$ cat src/ppt_pkg.sv
// ppt_pkg: constants and carrier types for the prescaled periodic timer block
// assumes a processor core on sys_clk that issues one-cycle op strobes with its accumulator
package ppt_pkg;
	localparam int INSTR_DIV = 3;
	localparam logic [1:0] INSTR_LAST = 2'h2;
	localparam int CNT_W = 8;
	localparam int NIB_W = 4;
	localparam int TW2_START_BIT = 2;
	localparam int TW3_AUTOSTOP_BIT = 3;
	localparam int TW3_START_BIT = 2;
	localparam int PSC_RUN_BIT = 0;
	localparam int IRQ1_T2_EN_BIT = 3;
	localparam int IRQ2_T3_EN_BIT = 0;
	localparam logic [1:0] SRC_INSTR = 2'h0;
	localparam logic [1:0] SRC_PRESCALER = 2'h1;
	localparam logic [3:0] CTRL_RESET = 4'h0;
	localparam logic [7:0] RELOAD_RESET = 8'hff;

	typedef struct packed {
		logic load_timer_two_ctrl_op;
		logic load_timer_three_ctrl_op;
		logic load_prescaler_ctrl_op;
		logic load_irq_ctrl_one_op;
		logic load_irq_ctrl_two_op;
		logic test_clear_timer_two_flag_op;
		logic test_clear_timer_three_flag_op;
		logic irq_on_op;
		logic irq_off_op;
		logic load_timer_two_reload_op;
		logic load_timer_three_reload_op;
		logic load_prescaler_reload_op;
	} ppt_ops_t;

	typedef struct packed {
		logic irq_take_two;
		logic irq_take_three;
		logic global_enable;
		logic skip_next;
	} ppt_status_t;
endpackage

$ cat src/ppt_reload_counter.sv
// ppt_reload_counter: down counter that reloads on underflow
// assumes tick is a one-cycle pulse on sys_clk
`timescale 1ns/1ns
module ppt_reload_counter #(
	parameter int W = 8
) (
	input wire logic sys_clk,
	input wire logic reset_n,
	input wire logic run,
	input wire logic tick,
	input wire logic load,
	input wire logic [W-1:0] load_val,
	input wire logic [W-1:0] reload_val,
	output logic [W-1:0] count,
	output logic underflow
);
	logic [W-1:0] count_q;
	logic [W-1:0] count_d;

	// underflow when a source pulse finds zero, so the divide ratio is reload+1
	assign underflow = run & tick & (count_q == '0);
	assign count = count_q;

	// direct load wins so a stopped counter restarts from the fresh value
	always_comb
	begin
		count_d = count_q;
		if (load)
			count_d = load_val;
		else if (underflow)
			count_d = reload_val;
		else if (run & tick)
			count_d = count_q - {{(W-1){1'b0}}, 1'b1};
	end

	always_ff @(posedge sys_clk or negedge reset_n)
	begin
		if (!reset_n)
			count_q <= '0;
		else
			count_q <= count_d;
	end
endmodule

$ cat src/ppt_timer_top.sv
// ppt_timer_top: instruction clock, shared prescaler, timers two and three, interrupt gating
// assumes the core drives ops as one-cycle strobes with acc/data valid in the same cycle
`timescale 1ns/1ns
module ppt_timer_top (
	input wire logic sys_clk,
	input wire logic reset_n,
	input wire ppt_pkg::ppt_ops_t ops,
	input wire logic [ppt_pkg::NIB_W-1:0] acc,
	input wire logic [ppt_pkg::CNT_W-1:0] data,
	input wire logic irq_accept,
	output ppt_pkg::ppt_status_t status,
	output logic [ppt_pkg::NIB_W-1:0] timer_two_control,
	output logic [ppt_pkg::NIB_W-1:0] timer_three_control,
	output logic timer_two_req_flag,
	output logic timer_three_req_flag,
	output logic prescaler_out_clock,
	output logic [ppt_pkg::CNT_W-1:0] timer_two_count,
	output logic [ppt_pkg::CNT_W-1:0] timer_three_count
);
	import ppt_pkg::*;

	// source pulse for a timer from its select field; unused codes give no pulses
	function automatic logic src_pulse(input logic [1:0] sel, input logic it, input logic po);
		src_pulse = (sel == SRC_INSTR) ? it : ((sel == SRC_PRESCALER) ? po : 1'b0);
	endfunction

	// state registers and their next values
	logic [1:0] div_q;
	logic [1:0] div_d;
	logic instr_tick;
	logic [NIB_W-1:0] tw2_q, tw2_d, tw3_q, tw3_d;
	logic [NIB_W-1:0] irq_en_one_q, irq_en_one_d, irq_en_two_q, irq_en_two_d;
	logic psc_run_q, psc_run_d;
	logic [CNT_W-1:0] reload_two_q, reload_two_d, reload_three_q, reload_three_d;
	logic [CNT_W-1:0] psc_reload_q, psc_reload_d;
	logic f2_q, f2_d, f3_q, f3_d, ie_q, ie_d, skip_q, skip_d;
	logic run2, run3, run_ps, src2, src3, uf2, uf3;
	logic take2, take3;

	// instruction clock: one tick every three system clocks
	always_comb
	begin
		div_d = (div_q == INSTR_LAST) ? 2'h0 : div_q + 2'h1;
	end
	assign instr_tick = (div_q == INSTR_LAST);

	// divider phase; reset puts the first tick on the third clock after release
	always_ff @(posedge sys_clk or negedge reset_n)
	begin
		if (!reset_n)
			div_q <= 2'h0;
		else
			div_q <= div_d;
	end

	// run enables and count sources; codes 10 and 11 leave a timer without pulses
	assign run_ps = psc_run_q;
	assign run2 = tw2_q[TW2_START_BIT];
	assign run3 = tw3_q[TW3_START_BIT];
	assign src2 = src_pulse(tw2_q[1:0], instr_tick, prescaler_out_clock);
	assign src3 = src_pulse(tw3_q[1:0], instr_tick, prescaler_out_clock);

	// prescaler divides the instruction tick by reload+1
	ppt_reload_counter #(.W(CNT_W)) u_prescaler (
		.sys_clk(sys_clk),
		.reset_n(reset_n),
		.run(run_ps),
		.tick(instr_tick),
		.load(ops.load_prescaler_reload_op & ~run_ps),
		.load_val(data),
		.reload_val(psc_reload_q),
		.count(),
		.underflow(prescaler_out_clock)
	);

	// timer two counts the source picked by its control bits 1..0
	ppt_reload_counter #(.W(CNT_W)) u_timer_two (
		.sys_clk(sys_clk),
		.reset_n(reset_n),
		.run(run2),
		.tick(src2),
		.load(ops.load_timer_two_reload_op & ~run2),
		.load_val(data),
		.reload_val(reload_two_q),
		.count(timer_two_count),
		.underflow(uf2)
	);

	// timer three likewise; its start bit may be cleared by the auto-stop path
	ppt_reload_counter #(.W(CNT_W)) u_timer_three (
		.sys_clk(sys_clk),
		.reset_n(reset_n),
		.run(run3),
		.tick(src3),
		.load(ops.load_timer_three_reload_op & ~run3),
		.load_val(data),
		.reload_val(reload_three_q),
		.count(timer_three_count),
		.underflow(uf3)
	);

	// interrupt taken only with flag, own enable and global enable all set
	assign take2 = f2_q & irq_en_one_q[IRQ1_T2_EN_BIT] & ie_q;
	assign take3 = f3_q & irq_en_two_q[IRQ2_T3_EN_BIT] & ie_q;

	// control and reload registers; a reload write to a running counter only lands here
	always_comb
	begin
		tw2_d = ops.load_timer_two_ctrl_op ? acc : tw2_q;
		tw3_d = ops.load_timer_three_ctrl_op ? acc : tw3_q;
		// auto-stop: a selected one-shot clears its own start bit at underflow
		if (uf3 & tw3_q[TW3_AUTOSTOP_BIT] & ~ops.load_timer_three_ctrl_op)
			tw3_d[TW3_START_BIT] = 1'b0;
		psc_run_d = ops.load_prescaler_ctrl_op ? acc[PSC_RUN_BIT] : psc_run_q;
		irq_en_one_d = ops.load_irq_ctrl_one_op ? acc : irq_en_one_q;
		irq_en_two_d = ops.load_irq_ctrl_two_op ? acc : irq_en_two_q;
		reload_two_d = ops.load_timer_two_reload_op ? data : reload_two_q;
		reload_three_d = ops.load_timer_three_reload_op ? data : reload_three_q;
		psc_reload_d = ops.load_prescaler_reload_op ? data : psc_reload_q;
	end

	// reloads come up at all ones, so a timer started without a reload write is slowest
	always_ff @(posedge sys_clk or negedge reset_n)
	begin
		if (!reset_n)
		begin
			tw2_q <= CTRL_RESET;
			tw3_q <= CTRL_RESET;
			irq_en_one_q <= CTRL_RESET;
			irq_en_two_q <= CTRL_RESET;
			psc_run_q <= 1'b0;
			reload_two_q <= RELOAD_RESET;
			reload_three_q <= RELOAD_RESET;
			psc_reload_q <= RELOAD_RESET;
		end
		else
		begin
			tw2_q <= tw2_d;
			tw3_q <= tw3_d;
			irq_en_one_q <= irq_en_one_d;
			irq_en_two_q <= irq_en_two_d;
			psc_run_q <= psc_run_d;
			reload_two_q <= reload_two_d;
			reload_three_q <= reload_three_d;
			psc_reload_q <= psc_reload_d;
		end
	end

	// global enable: irq_on wins a tie so a return sequence can reopen the gate at once
	always_comb
	begin
		ie_d = ie_q;
		if (ops.irq_on_op)
			ie_d = 1'b1;
		else if (ops.irq_off_op | irq_accept)
			ie_d = 1'b0;
	end

	// global enable register, closed out of reset
	always_ff @(posedge sys_clk or negedge reset_n)
	begin
		if (!reset_n)
			ie_q <= 1'b0;
		else
			ie_q <= ie_d;
	end

	// request flags and the skip marker for the core
	always_comb
	begin
		skip_d = skip_q;
		f2_d = f2_q;
		f3_d = f3_q;
		// test op only works while the own enable is 0; an enabled flag goes by interrupt
		if (ops.test_clear_timer_two_flag_op)
		begin
			skip_d = f2_q & ~irq_en_one_q[IRQ1_T2_EN_BIT];
			if (~irq_en_one_q[IRQ1_T2_EN_BIT])
				f2_d = 1'b0;
		end
		else if (ops.test_clear_timer_three_flag_op)
		begin
			skip_d = f3_q & ~irq_en_two_q[IRQ2_T3_EN_BIT];
			if (~irq_en_two_q[IRQ2_T3_EN_BIT])
				f3_d = 1'b0;
		end
		else
			skip_d = 1'b0;
		// accept services timer two first, then timer three
		if (irq_accept & take2)
			f2_d = 1'b0;
		else if (irq_accept & take3)
			f3_d = 1'b0;
		// a new underflow beats any clear in the same cycle
		if (uf2)
			f2_d = 1'b1;
		if (uf3)
			f3_d = 1'b1;
	end

	// flag state; skip only stands for the cycle after the test op
	always_ff @(posedge sys_clk or negedge reset_n)
	begin
		if (!reset_n)
		begin
			f2_q <= 1'b0;
			f3_q <= 1'b0;
			skip_q <= 1'b0;
		end
		else
		begin
			f2_q <= f2_d;
			f3_q <= f3_d;
			skip_q <= skip_d;
		end
	end

	// outputs straight from the registers, except the take lines, which gate each flag with its own and the global enable
	assign timer_two_control = tw2_q;
	assign timer_three_control = tw3_q;
	assign timer_two_req_flag = f2_q;
	assign timer_three_req_flag = f3_q;
	assign status.irq_take_two = take2;
	assign status.irq_take_three = take3;
	assign status.global_enable = ie_q;
	assign status.skip_next = skip_q;
endmodule

$ cat config.mk
export PLATFORM = sky130hd
export DESIGN_NAME = ppt_timer_top
export DESIGN_NICKNAME = d
export VERILOG_FILES = /design/src/ppt_pkg.sv /design/src/ppt_reload_counter.sv /design/src/ppt_timer_top.sv
export SDC_FILE = /design/constraint.sdc
export NUM_CORES = 1
export LEC_CHECK = 0
export CAP_MARGIN = 10
export CORE_MARGIN = 1
export CORE_UTILIZATION = 40
export DETAILED_ROUTE_END_ITERATION = 12
export DONT_BUFFER_PORTS = 1
export HOLD_SLACK_MARGIN = 0.03
export PLACE_DENSITY_LB_ADDON = 0.3
export SLEW_MARGIN = 20
export SYNTH_ARGS = -nofsm -noshare
export SYNTH_HDL_FRONTEND = slang
export SYNTH_HIERARCHICAL = 1
export SYNTH_SLANG_ARGS = --single-unit
$ cat constraint.sdc
create_clock -name sys_clk -period 2.8 [get_ports sys_clk]
set_input_delay 0.14 -clock sys_clk [delete_from_list [all_inputs] [get_ports sys_clk]]
set_output_delay 0.14 -clock sys_clk [all_outputs]
set_load 0.03 [all_outputs]
Yosys cells after proc, flatten, opt, wreduce, memory -nomap -nowiden
Cells that the tools add are included.
{"block": "word_totals", "ff_bits": 68}
{"block": "op_classes", "addsub": 4, "n_eq_ne": 4, "muxes": 30, "bitwise_logic": 26, "reduce_logical": 12}
{"op": "$mux W8", "count": 9}
{"op": "$logic_not A8 Y1", "count": 3}
{"op": "$sub A8 B1 Y8 const B", "count": 3}
{"op": "$and A1 B1 Y1", "count": 19}
{"op": "$mux W1", "count": 19}
{"op": "$reduce_bool A3 Y1", "count": 4}
{"op": "$not A1 Y1", "count": 6}
{"op": "$eq A2 B1 Y1 const B", "count": 2}
{"op": "$logic_not A2 Y1", "count": 2}
{"op": "$reduce_bool A2 Y1", "count": 2}
{"op": "$mux W3", "count": 1}
{"op": "$ne A3 B1 Y1 const B", "count": 1}
{"op": "$add A2 B1 Y2 const B", "count": 1}
{"op": "$eq A2 B2 Y1 const B", "count": 1}
{"op": "$mux W2", "count": 1}
{"op": "$reduce_and A2 Y1", "count": 1}
{"op": "$or A1 B1 Y1", "count": 1}

Logic depth before layout (Yosys ltp)
Gate-level depths: netlist of run 1.
{"block": "depth", "depth_word": 10, "mapped_depth": 12}

Hierarchy
Netlist of run 1, hierarchy kept.
{"mod": "ppt_reload_counter", "instances": 3, "cells_each": 69, "area_each_um2": 589.3, "seq_area_each_um2": 200.2}
{"mod": "ppt_timer_top", "instances": 1, "cells_each": 110, "area_each_um2": 1654.1, "seq_area_each_um2": 1056.0}

Least setup slack after synthesis of run 1
OpenSTA, ideal clock, no wires.
{"block": "synth_timing", "path_kind": "reg2reg", "start": "register u_prescaler.count_q[4], in the netlist u_prescaler/count[4]", "end": "register u_timer_three.count_q[3], in the netlist u_timer_three/count[3]", "setup_ps": 126, "arrival_ps": 2582, "t_required_ps": 2674, "path_slack_ps": 92, "path_stages_with_launch": 10, "n_path_buf": 0, "synth_period_minus_slack_ps": 2708, "cell_sequence": "dfrtp_1 nor4_4 nand4_4 inv_1 mux2i_1 nor2_1 and2_1 nand4_4 mux2_1 a221o_1"}
{"block": "synth_via", "elab_chain_cells": 8}
{"element": "start: declaration", "line": "ppt_reload_counter.sv:17", "source": "logic [W-1:0] count_q;"}
{"element": "start signal: assignment", "line": "ppt_reload_counter.sv:41", "source": "count_q <= count_d;"}
{"element": "$logic_not A8 Y1 *", "line": "ppt_reload_counter.sv:21", "source": "assign underflow = run & tick & (count_q == '0);"}
{"element": "$and A1 B1 Y1 *", "line": "ppt_reload_counter.sv:21"}
{"element": "net prescaler_out_clock", "line": "ppt_timer_top.sv:16", "source": "output logic prescaler_out_clock,"}
{"element": "$mux W1 * (2 in series)", "line": "ppt_timer_top.sv:24", "source": "src_pulse = (sel == SRC_INSTR) ? it : ((sel == SRC_PRESCALER) ? po : 1'b0);"}
{"element": "net src3", "line": "ppt_timer_top.sv:37", "source": "logic run2, run3, run_ps, src2, src3, uf2, uf3;"}
{"element": "$and A1 B1 Y1 *", "line": "ppt_reload_counter.sv:21, ppt_reload_counter.sv:32"}
{"element": "$and A1 B1 Y1", "line": "ppt_reload_counter.sv:21"}
{"element": "$mux W8", "line": "ppt_reload_counter.sv:30", "source": "else if (underflow)"}
{"element": "$mux W8", "line": "ppt_reload_counter.sv:28", "source": "if (load)"}
{"element": "end signal: assignment", "line": "ppt_reload_counter.sv:41"}
{"element": "end: declaration", "line": "ppt_reload_counter.sv:17"}
Mark *: on every way through the listed nets, which the timed path passes. The rest lies on a longest branch.
A chain may end at the register's enable or synchronous reset.

Worst setup path after layout of run 1
{"block": "layout_timing", "start": "register u_prescaler.count_q[2], in the netlist u_prescaler/count[2]", "end": "register u_timer_two.count_q[3], in the netlist u_timer_two/count[3]"}
{"block": "layout_via", "elab_chain_cells": 8}
{"element": "$logic_not A8 Y1 *", "line": "ppt_reload_counter.sv:21"}
{"element": "$and A1 B1 Y1 *", "line": "ppt_reload_counter.sv:21"}
{"element": "$mux W1 * (2 in series)", "line": "ppt_timer_top.sv:24"}
{"element": "net src2", "line": "ppt_timer_top.sv:37"}
{"element": "$and A1 B1 Y1 *", "line": "ppt_reload_counter.sv:21, ppt_reload_counter.sv:32"}
{"element": "$and A1 B1 Y1", "line": "ppt_reload_counter.sv:21"}
{"element": "$mux W8", "line": "ppt_reload_counter.sv:30"}
{"element": "$mux W8", "line": "ppt_reload_counter.sv:28"}
{"element": "end signal: assignment", "line": "ppt_reload_counter.sv:41"}
{"element": "end: declaration", "line": "ppt_reload_counter.sv:17"}
Marks and branches as above.

==> impl_metrics.tcl, run 1 <==
set metrics [dict create \
    syn_nets 347 \
    postLayoutSetupSlackWorst_ps 130.6 \
    final_cell_mix "dfrtp_1 (41), nand2_1 (40), mux2_1 (30)" \
    slew-limit-headroom_pct 56.52 \
    crit_path_end_kind "flip-flop" \
    grt_pass1_vias 2722 \
    wire_per_inst_um 18.59 \
    viasPerCell 5.729 \
    vias 2647 \
    grt_max_degree 66 \
    grt_pass1_wl_um 14020 \
    root_buffer "clkbuf_8" \
    critPathCapture "u_timer_two/count[3]" \
    fin_worst_skew_ps 7.519 \
    crit_arrival_ps 2890 \
    drive_gt1_share_pct 18.77 \
    peakVddDrop_v 0.0003781 \
    antennaDiodeCount 0 \
    io-pin-count 58 \
    synth_compound_area_share_pct 10.79 \
    power_frac_comb_pct 17.6 \
    path_cells "nor4_4 -> nand4_4 -> inv_1 -> mux2i_1 -> nor2_1 -> and2_1 -> nand4_4 -> mux2_1 -> a221o_1" \
    crit_fanout 8 \
    yosys_warnings 6 \
    num_rows 33 \
    core_area_sq_um 8258 \
    r2r_end "u_timer_two/count[3]" \
    dieWidth_um 94.50 \
    drc_errors 0 \
    netlist_instances 317 \
    drtPass1Iterations 5 \
    setup_violations 0 \
    port_buffers 0 \
    die_h_um 94.50 \
    synth_mux_area_share_pct 13.64 \
    area_growth_pct 19.67 \
    wl_um 8589 \
    holdCritStartpoint "irq_accept" \
    die_area_sq_um 8929 \
    cts.reportedPaths.clkPinSlew_ps 70 \
    final_common_cell "dfrtp_1" \
    synthXorXnorAreaFrac_pct 3.839 \
    clkLatencyLatePin_ps 340 \
    timing.rr.start "u_prescaler/count[2]" \
    dp_hpwl_um 5607 \
    r2r_cells 9 \
    dp_slack_ps 161.1 \
    crit_path_start_kind "flip-flop" \
    htreeDepth 3 \
    yosysUniqueCellTypes 37 \
    synth_top_family_by_area "simple AND/OR/NAND/NOR gates" \
    period_needed_ps 2669 \
    cpMostUsedCell "nand4_4" \
    synth-edff-count 0 \
    post-route-util_pct 49.59 \
    leakagePower_nw 1.690 \
    numClockSinks 65 \
    synthAdderAreaFrac_pct 1.097 \
    critical_path_required_ps 3020 \
    min_path_type "in2reg" \
    intPower_mw 1.941 \
    overflow 0 \
    yosysTopAreaCellShare_pct 29.98 \
    worstSetupPathType "reg2reg" \
    synth_ff_type "dfrtp_1" \
    power_frac_seq_pct 48.3 \
    drt-initial-drc-count 191 \
    status "completed" \
    yosysSeqAreaShare_pct 48.41 \
    gp_congestion 0.8483 \
    worstSetupStartpoint "u_prescaler/count[2]" \
    slowest_stage "dfrtp_1" \
    switching_share_pct 31.61 \
    ys_top_cells_by_area "dfrtp_1 (30%), dfstp_2 (18%), mux2_1 (9.9%)" \
    start_util_pct 41.44 \
    worst_slew_pin_slew_ps 649.7 \
    antenna_found_initial 0 \
    ys_ff_latch 65 \
    cts_buffers 9 \
    power.density_nw_per_um2 692.9 \
    finalCritPeriodShare_pct 95.34 \
    setup_tns_ps 0 \
    cts_tree "done" \
    grt.total_usage_pct 21.08 \
    dp_cells 416 \
    fin_cells 462 \
    maxCapViolations 0 \
    yosysTopAreaCell "dfrtp_1" \
    slew_viol_final 0 \
    syn_avg_cell_area_sq_um 10.80 \
    synth-simple-area-share_pct 19.27 \
    final_antenna_net_count 0 \
    rsz0062_at_grt "false" \
    switching_power_mw 0.8970 \
    critPathMaxStageDelay_ps 460 \
    pwr-share-clk_pct 34.1 \
    final_nets 382 \
    clockBufferDepth 2 \
    hold_viol 0 \
    syn_area_sq_um 3422 \
    async_flop_share_pct 100.0 \
    fmax_mhz 374.6 \
    timing.reg2reg.setup_slack_ps 130 \
]
cell type report:
type	instances	area, sq um
clock inverters	6	105.1
repair buffers	37	365.4
clock buffers	10	137.6
well taps	105	131.4
multi-input cells	230	1665
flip-flops and latches	65	1657
inverters	9	33.78
fillers	743	4163
kinds of logic after synthesis:
logic type / after synthesis
compound gates: 56
xor+xnor: 15
fa+ha+maj: 3
buf+inv: 22
flops: 65
mux: 42
simple gates: 114
cell usage after synthesis, drive strengths merged, types with 4 or more instances:
master and n:
a31oi 9, mux2i 5, nor3 9, nor2b 5, mux2 37, xor2 12, nor2 19, o21ai 17
nand3b 5, inv 9, buf 7, a21oi 6, nand2b 4, o211ai 12, nor3b 6, nand4 4
nand3 10, clkbuf 6, dfstp 24, dfrtp 41, nand2 40
sequential cells by signal, summed over array words and instances (netlist names):
| name | count |
|---|---|
| psc_run_q | 1 |
| reload_three_q | 8 |
| timer_two_control | 4 |
| u_timer_two/count | 8 |
| div_q | 2 |
| timer_three_control | 4 |
| u_prescaler/count | 8 |
| skip_q | 1 |
| u_timer_three/count | 8 |
| irq_en_two_q | 1 |
| timer_three_req_flag | 1 |
| timer_two_req_flag | 1 |
| psc_reload_q | 8 |
| ie_q | 1 |
| irq_en_one_q | 1 |
| reload_two_q | 8 |
metal layers:
metal / up-vias / part of all wire [%] / wire length [um] / global-route usage (%)
li1: 1216 / - / - / -
met1: 1338 / 42 / 3630 / 26.41
met2: 86 / 50 / 4325 / 35.14
met3: 7 / 6.6 / 569 / 7.488
met4: 0 / 0.73 / 63 / 4.293
met5: - / 0 / 0 / 0
worst max-delay path: cells and delay by family, from the launching register on:
family	cells	cell delay (ps)
flops	1	460
simple gates	5	1230
buf+inv	1	120
compound gates	1	310
mux	2	430
repair_timing:
action / 4_1_cts / 5_1_grt
setup buffers: 0 / 2
hold endpoints to repair: 121 / 0
endpoints found under the setup margin: 0 / 2
hold buffers: 28 / 0
resized for setup: 0 / 1
worst min-delay path by stage:
| stage | slack, ps | endpoint | cells past startpoint |
|---|---|---|---|
| 6_report | 40 | timer_three_req_flag | 2 |
| 2_1_floorplan | -160 | div_q[0] | 0 |
| 3_5_place_dp | -150 | irq_en_one_q[3] | 0 |
| 4_1_cts | 30 | u_prescaler/count[7] | 4 |
| 3_3_place_gp | -150 | ie_q | 0 |
| 5_1_grt | 40 | u_prescaler/count[7] | 4 |
power groups by stage:
stage          clock (mW)  combinational, mW  sequential, mW
5_1_grt              1.03              0.555            1.39
3_5_place_dp            0              0.403            1.39
3_3_place_gp            0              0.395            1.38
4_1_cts             0.988              0.484            1.37
2_1_floorplan           0              0.355            1.33
6_report            0.967              0.501            1.37
through the flow:
stage	total power, mW	area (sq um)	hold WS [ps]
after CTS	2.842	4079	33.68
after global routing	2.976	4095	35.45
after floorplan	1.689	3422	-155.6
final	2.838	4095	44.14
after global placement	1.778	3538	-154.6
after detailed placement	1.789	3538	-154.1
(Power assumes the default switching activity.)
==> run 2: changes to the inputs <==
--- a/config.mk
+++ b/config.mk
@@ -12,6 +12,7 @@
 export DONT_BUFFER_PORTS = 1
 export HOLD_SLACK_MARGIN = 0.03
 export PLACE_DENSITY_LB_ADDON = 0.3
+export RECOVER_POWER = 25
 export SLEW_MARGIN = 20
 export SYNTH_ARGS = -nofsm -noshare
 export SYNTH_HDL_FRONTEND = slang
==> run 2 against run 1 <==
Against the previous run:
- sequential cell count did not move
- the run now ends with capacitance limit, slew limit left
- sequential power barely moved
- global-route usage did not move
- sequential share of layout area rose by 0.22 points
- setup slack improved by 15 ps
- worst hold slack barely moved
- core utilization fell by 0.27 points
- non-clock buffer count did not move
==> impl_metrics.tcl, run 2 (synthesized netlist as in run 1, its figures left out) <==
set metrics [dict create \
    status "complete, but fails checks" \
    violations "capacitance limit, slew limit" \
    power.density_nw_per_um2 695.4 \
    slowest_stage "dfrtp_1" \
    start_util_pct 41.44 \
    area_growth_pct 19.01 \
    grt_max_degree 66 \
    hold_slack_ps 43.97 \
    switching_power_mw 0.8951 \
    fin_worst_skew_ps 7.250 \
    dieWidth_um 94.50 \
    die_area_sq_um 8929 \
    final_cell_mix "dfrtp_1 (41), nand2_1 (40), mux2_1 (30)" \
    worst_slew_pin_slew_ps 1573 \
    crit_path_start_kind "flip-flop" \
    crit_path_end_kind "flip-flop" \
    fin_cells 462 \
    fmax_mhz 376.8 \
    cts.reportedPaths.clkPinSlew_ps 70 \
    switching_share_pct 31.61 \
    critical_path_buf_inv_count 1 \
    path_delay_family "simple AND/OR/NAND/NOR gates" \
    post-route-util_pct 49.32 \
    critPathMaxStageDelay_ps 460 \
    cpMostUsedCell "nand4_4" \
    postLayoutSetupSlackWorst_ps 145.9 \
    drive_gt1_share_pct 18.77 \
    num_rows 33 \
    setup_tns_ps 0 \
    critical_path_required_ps 3020 \
    hold_viol 0 \
    fin_area_sq_um 4073 \
    worstSetupPathType "reg2reg" \
    port_buffers 0 \
    antenna_found_initial 0 \
    drt-initial-drc-count 194 \
    period_needed_ps 2654 \
    leakagePower_nw 1.682 \
    timing.rr.start "u_prescaler/count[2]" \
    core_area_sq_um 8258 \
    crit_fanout 8 \
    intPower_mw 1.937 \
    dp_hpwl_um 5607 \
    path_cells "nor4_4 -> nand4_4 -> inv_1 -> mux2i_1 -> nor2_1 -> and2_1 -> nand4_4 -> mux2_1 -> a221o_1" \
    die_h_um 94.50 \
    dp_slack_ps 161.1 \
    pwr-share-clk_pct 34.2 \
    io-pin-count 58 \
    slew_viol_final 66 \
    overflow 0 \
    viasPerCell 5.699 \
    gp_congestion 0.8483 \
    maxCapViolations 1 \
    clkLatencyLatePin_ps 340 \
    cts_tree "done" \
    power_mw 2.832 \
    numClockSinks 65 \
    wire_per_inst_um 18.46 \
    peakVddDrop_v 0.0003777 \
    holdCritStartpoint "irq_accept" \
    power_frac_comb_pct 17.4 \
    finalCritPeriodShare_pct 94.79 \
    setup_violations 0 \
    power_frac_seq_pct 48.4 \
    final_nets 382 \
    clockBufferDepth 2 \
    grt.total_usage_pct 21.08 \
    final_common_cell "dfrtp_1" \
    cts_buffers 9 \
    worstSetupStartpoint "u_prescaler/count[2]" \
    drtPass1Iterations 5 \
    placed_area_sq_um 3538 \
    slew-limit-headroom_pct -4.871 \
    crit_arrival_ps 2870 \
    root_buffer "clkbuf_8" \
    min_path_type "in2reg" \
    dp_cells 416 \
    antennaDiodeCount 0 \
    grt_pass1_vias 2722 \
    drc_errors 0 \
    wl_um 8530 \
    grt_pass1_wl_um 14020 \
    rsz0062_at_grt "false" \
    final_antenna_net_count 0 \
    htreeDepth 3 \
    vias 2633 \
]
-- run 2: final cells by class --
cell class	instances	area, sq um
Fill cell	746	4185
Tap cell	105	131.4
Multi-Input combinational cell	230	1665
Clock buffer	10	137.6
Inverter	9	33.78
Clock inverter	6	105.1
Sequential cell	65	1657
Timing Repair Buffer	37	342.8
-- run 2: path summary, 6_finish.rpt --
check / end / slack, ps / cells after the start
max reg2reg: u_timer_two/count[3] / 150 / 9
min: timer_three_req_flag / 40 / 2
max in group asynchronous: u_timer_two/count[1] / 1100 / 2
min reg2reg: div_q[0] / 450 / 1
max: u_timer_two/count[3] / 150 / 9
min in group asynchronous: skip_q / 750 / 2
-- run 2: power groups by stage --
stage	Sequential [mW]	Combinational, mW	Clock [mW]
2_1_floorplan	1.33	0.355	0
3_3_place_gp	1.38	0.395	0
3_5_place_dp	1.39	0.403	0
4_1_cts	1.37	0.484	0.988
5_1_grt	1.39	0.550	1.03
6_report	1.37	0.494	0.968
-- run 2: timing repair --
item | in CTS | in global routing
resized for setup | 0 | 1
endpoints found under the setup margin | 0 | 2
endpoints found under the hold margin | 121 | 0
hold buffers | 28 | 0
setup buffers | 0 | 2
-- run 2: per-layer routing --
layer  wire, um  share of wire, %  vias to the layer above  track usage [%]
met3        599               7.0                        9            7.488
met4         76              0.89                        0            4.293
met2       4271                50                       89            35.14
met1       3583                42                     1319            26.41
li1           -                 -                     1216                -
met5          0                 0                        -                0
==> run 3: changes to the inputs <==
--- a/config.mk
+++ b/config.mk
@@ -7,7 +7,7 @@
 export LEC_CHECK = 0
 export CAP_MARGIN = 10
 export CORE_MARGIN = 1
-export CORE_UTILIZATION = 40
+export CORE_UTILIZATION = 30
 export DETAILED_ROUTE_END_ITERATION = 12
 export DONT_BUFFER_PORTS = 1
 export HOLD_SLACK_MARGIN = 0.03
==> run 3 against run 2 <==
Against the previous run:
- the run still ends with capacitance limit, slew limit left
- global-route usage is 4.6 points lower
- die area is 33% higher
- first-iteration DRC count is 13% lower
- clock power is 16% higher
- via count is 0.76% lower
- worst hold slack better by 4.7 ps
- combinational power hardly changed
- largest power group unchanged
==> impl_metrics.tcl, run 3 (synthesized netlist as in run 1, its figures left out) <==
set metrics [dict create \
    crit_path_end_kind "flip-flop" \
    slew-limit-headroom_pct -7.452 \
    critPathMaxStageDelay_ps 460 \
    io-pin-count 58 \
    fmax_mhz 375.8 \
    clockBufferDepth 2 \
    pwr-share-clk_pct 37.5 \
    final_antenna_net_count 0 \
    grt_pass1_vias 2652 \
    cts_buffers 9 \
    worstSetupStartpoint "u_prescaler/count[2]" \
    cts.reportedPaths.clkPinSlew_ps 60 \
    drt-initial-drc-count 169 \
    fin_worst_skew_ps 6.226 \
    fin_area_sq_um 4179 \
    drive_gt1_share_pct 18.77 \
    grt_pass1_wl_um 14520 \
    dp_hpwl_um 5916 \
    crit_fanout 8 \
    overflow 0 \
    hold_viol 0 \
    fillers 1070 \
    antenna_found_initial 0 \
    slowest_stage "dfrtp_1" \
    crit_path_start_kind "flip-flop" \
    cpMostUsedCell "nand4_4" \
    viasPerCell 5.258 \
    path_cells "nor4_4 -> nand4_4 -> inv_1 -> mux2i_1 -> nor2_1 -> and2_1 -> nand4_4 -> mux2_1 -> a221o_1" \
    final_nets 382 \
    intPower_mw 2.038 \
    root_buffer "clkbuf_16" \
    grt.total_usage_pct 16.50 \
    wire_per_inst_um 17.72 \
    wl_um 8806 \
    worst_slew_pin_slew_ps 1612 \
    antennaDiodeCount 0 \
    rsz0062_at_grt "false" \
    die_h_um 108.8 \
    switching_power_mw 0.9422 \
    core_area_sq_um 10980 \
    critical_path_required_ps 3010 \
    peakVddDrop_v 0.0003808 \
    holdCritStartpoint "irq_accept" \
    setup_tns_ps 0 \
    leakagePower_nw 1.695 \
    gp_congestion 0.8375 \
    drc_errors 0 \
    cts_tree "done" \
    final_common_cell "dfrtp_1" \
    numClockSinks 65 \
    switching_share_pct 31.62 \
    period_needed_ps 2661 \
    grt_max_degree 66 \
    vias 2613 \
    clkLatencyLatePin_ps 330 \
    drtPass1Iterations 4 \
    timing.rr.start "u_prescaler/count[2]" \
    placed_area_sq_um 3582 \
    hold_slack_ps 48.67 \
    min_path_type "in2reg" \
    finalCritPeriodShare_pct 95.03 \
    maxCapViolations 1 \
    slew_viol_final 66 \
    power_mw 2.980 \
    power.density_nw_per_um2 713.1 \
    power_frac_comb_pct 16.6 \
    die_area_sq_um 11840 \
    area_growth_pct 22.12 \
    final_cell_mix "dfrtp_1 (41), nand2_1 (40), mux2_1 (30)" \
    dieWidth_um 108.8 \
    crit_arrival_ps 2870 \
    worstSetupPathType "reg2reg" \
    violations "capacitance limit, slew limit" \
    power_frac_seq_pct 45.8 \
    htreeDepth 3 \
    status "complete, but fails checks" \
    port_buffers 0 \
    setup_violations 0 \
    start_util_pct 31.16 \
    num_rows 38 \
]
[run 3: power groups by stage]
stage / clock (mW) / combinational (mW) / sequential [mW]
finish: 1.12 / 0.496 / 1.37
global route: 1.19 / 0.560 / 1.39
CTS: 1.14 / 0.494 / 1.37
detailed placement: 0 / 0.408 / 1.39
global placement: 0 / 0.406 / 1.38
floorplan: 0 / 0.355 / 1.33
[run 3: path summary, 6_finish.rpt]
check                      cells past startpoint                      to  slack, ps
min in group asynchronous                      2  u_timer_three/count[1]        760
hold reg to reg                                1                div_q[0]        440
hold / removal                                 2      timer_two_req_flag         50
max in group asynchronous                      2    u_prescaler/count[3]       1070
setup reg to reg                               9  u_timer_three/count[3]        140
setup / recovery                               9  u_timer_three/count[3]        140
[run 3: per-stage QoR]
step / utilization (%) / setup slack [ps] / std cells
after floorplan: - / 91.84 / 317
after global placement: 32.62 / 236.7 / 451
after detailed placement: 32.62 / 138.2 / 451
after CTS: 38.13 / 130.1 / 496
after global routing: 38.05 / 10.62 / 497
final: 38.05 / 139.3 / 497
[run 3: cell type report]
cell class	count	area (sq um)	area share, %
inverters	9	33.78	0.8084
multi-input cells	230	1670	39.97
flip-flops and latches	65	1657	39.64
well taps	140	175.2	4.192
repair buffers	37	345.3	8.263
clock buffers	11	242.7	5.808
clock inverters	5	55.05	1.317
[run 3: layer usage]
| layer | share of wire (%) | GRT usage [%] | vias to the layer above |
|---|---|---|---|
| met2 | 46 | 26.08 | 85 |
| met4 | 1.3 | 5.405 | 0 |
| met5 | 0 | 0 | - |
| met3 | 6.5 | 4.961 | 15 |
| met1 | 46 | 21.47 | 1297 |
| li1 | - | - | 1216 |
[run 3: repair_timing]
item / 4_1_cts / 5_1_grt
hold buffers: 29 / 0
endpoints found under the hold margin: 121 / 0
buffers inserted: 0 / 1
setup endpoints to repair: 0 / 2
resized for setup: 0 / 3
[run 3: critical path: cells and delay by family (launching register included)]
family	cells	cell delay (ps)
AO/OA/AOI/OAI	1	320
flip-flops	1	460
AND/OR/NAND/NOR	5	1220
buffers and inverters	1	110
multiplexers	2	430
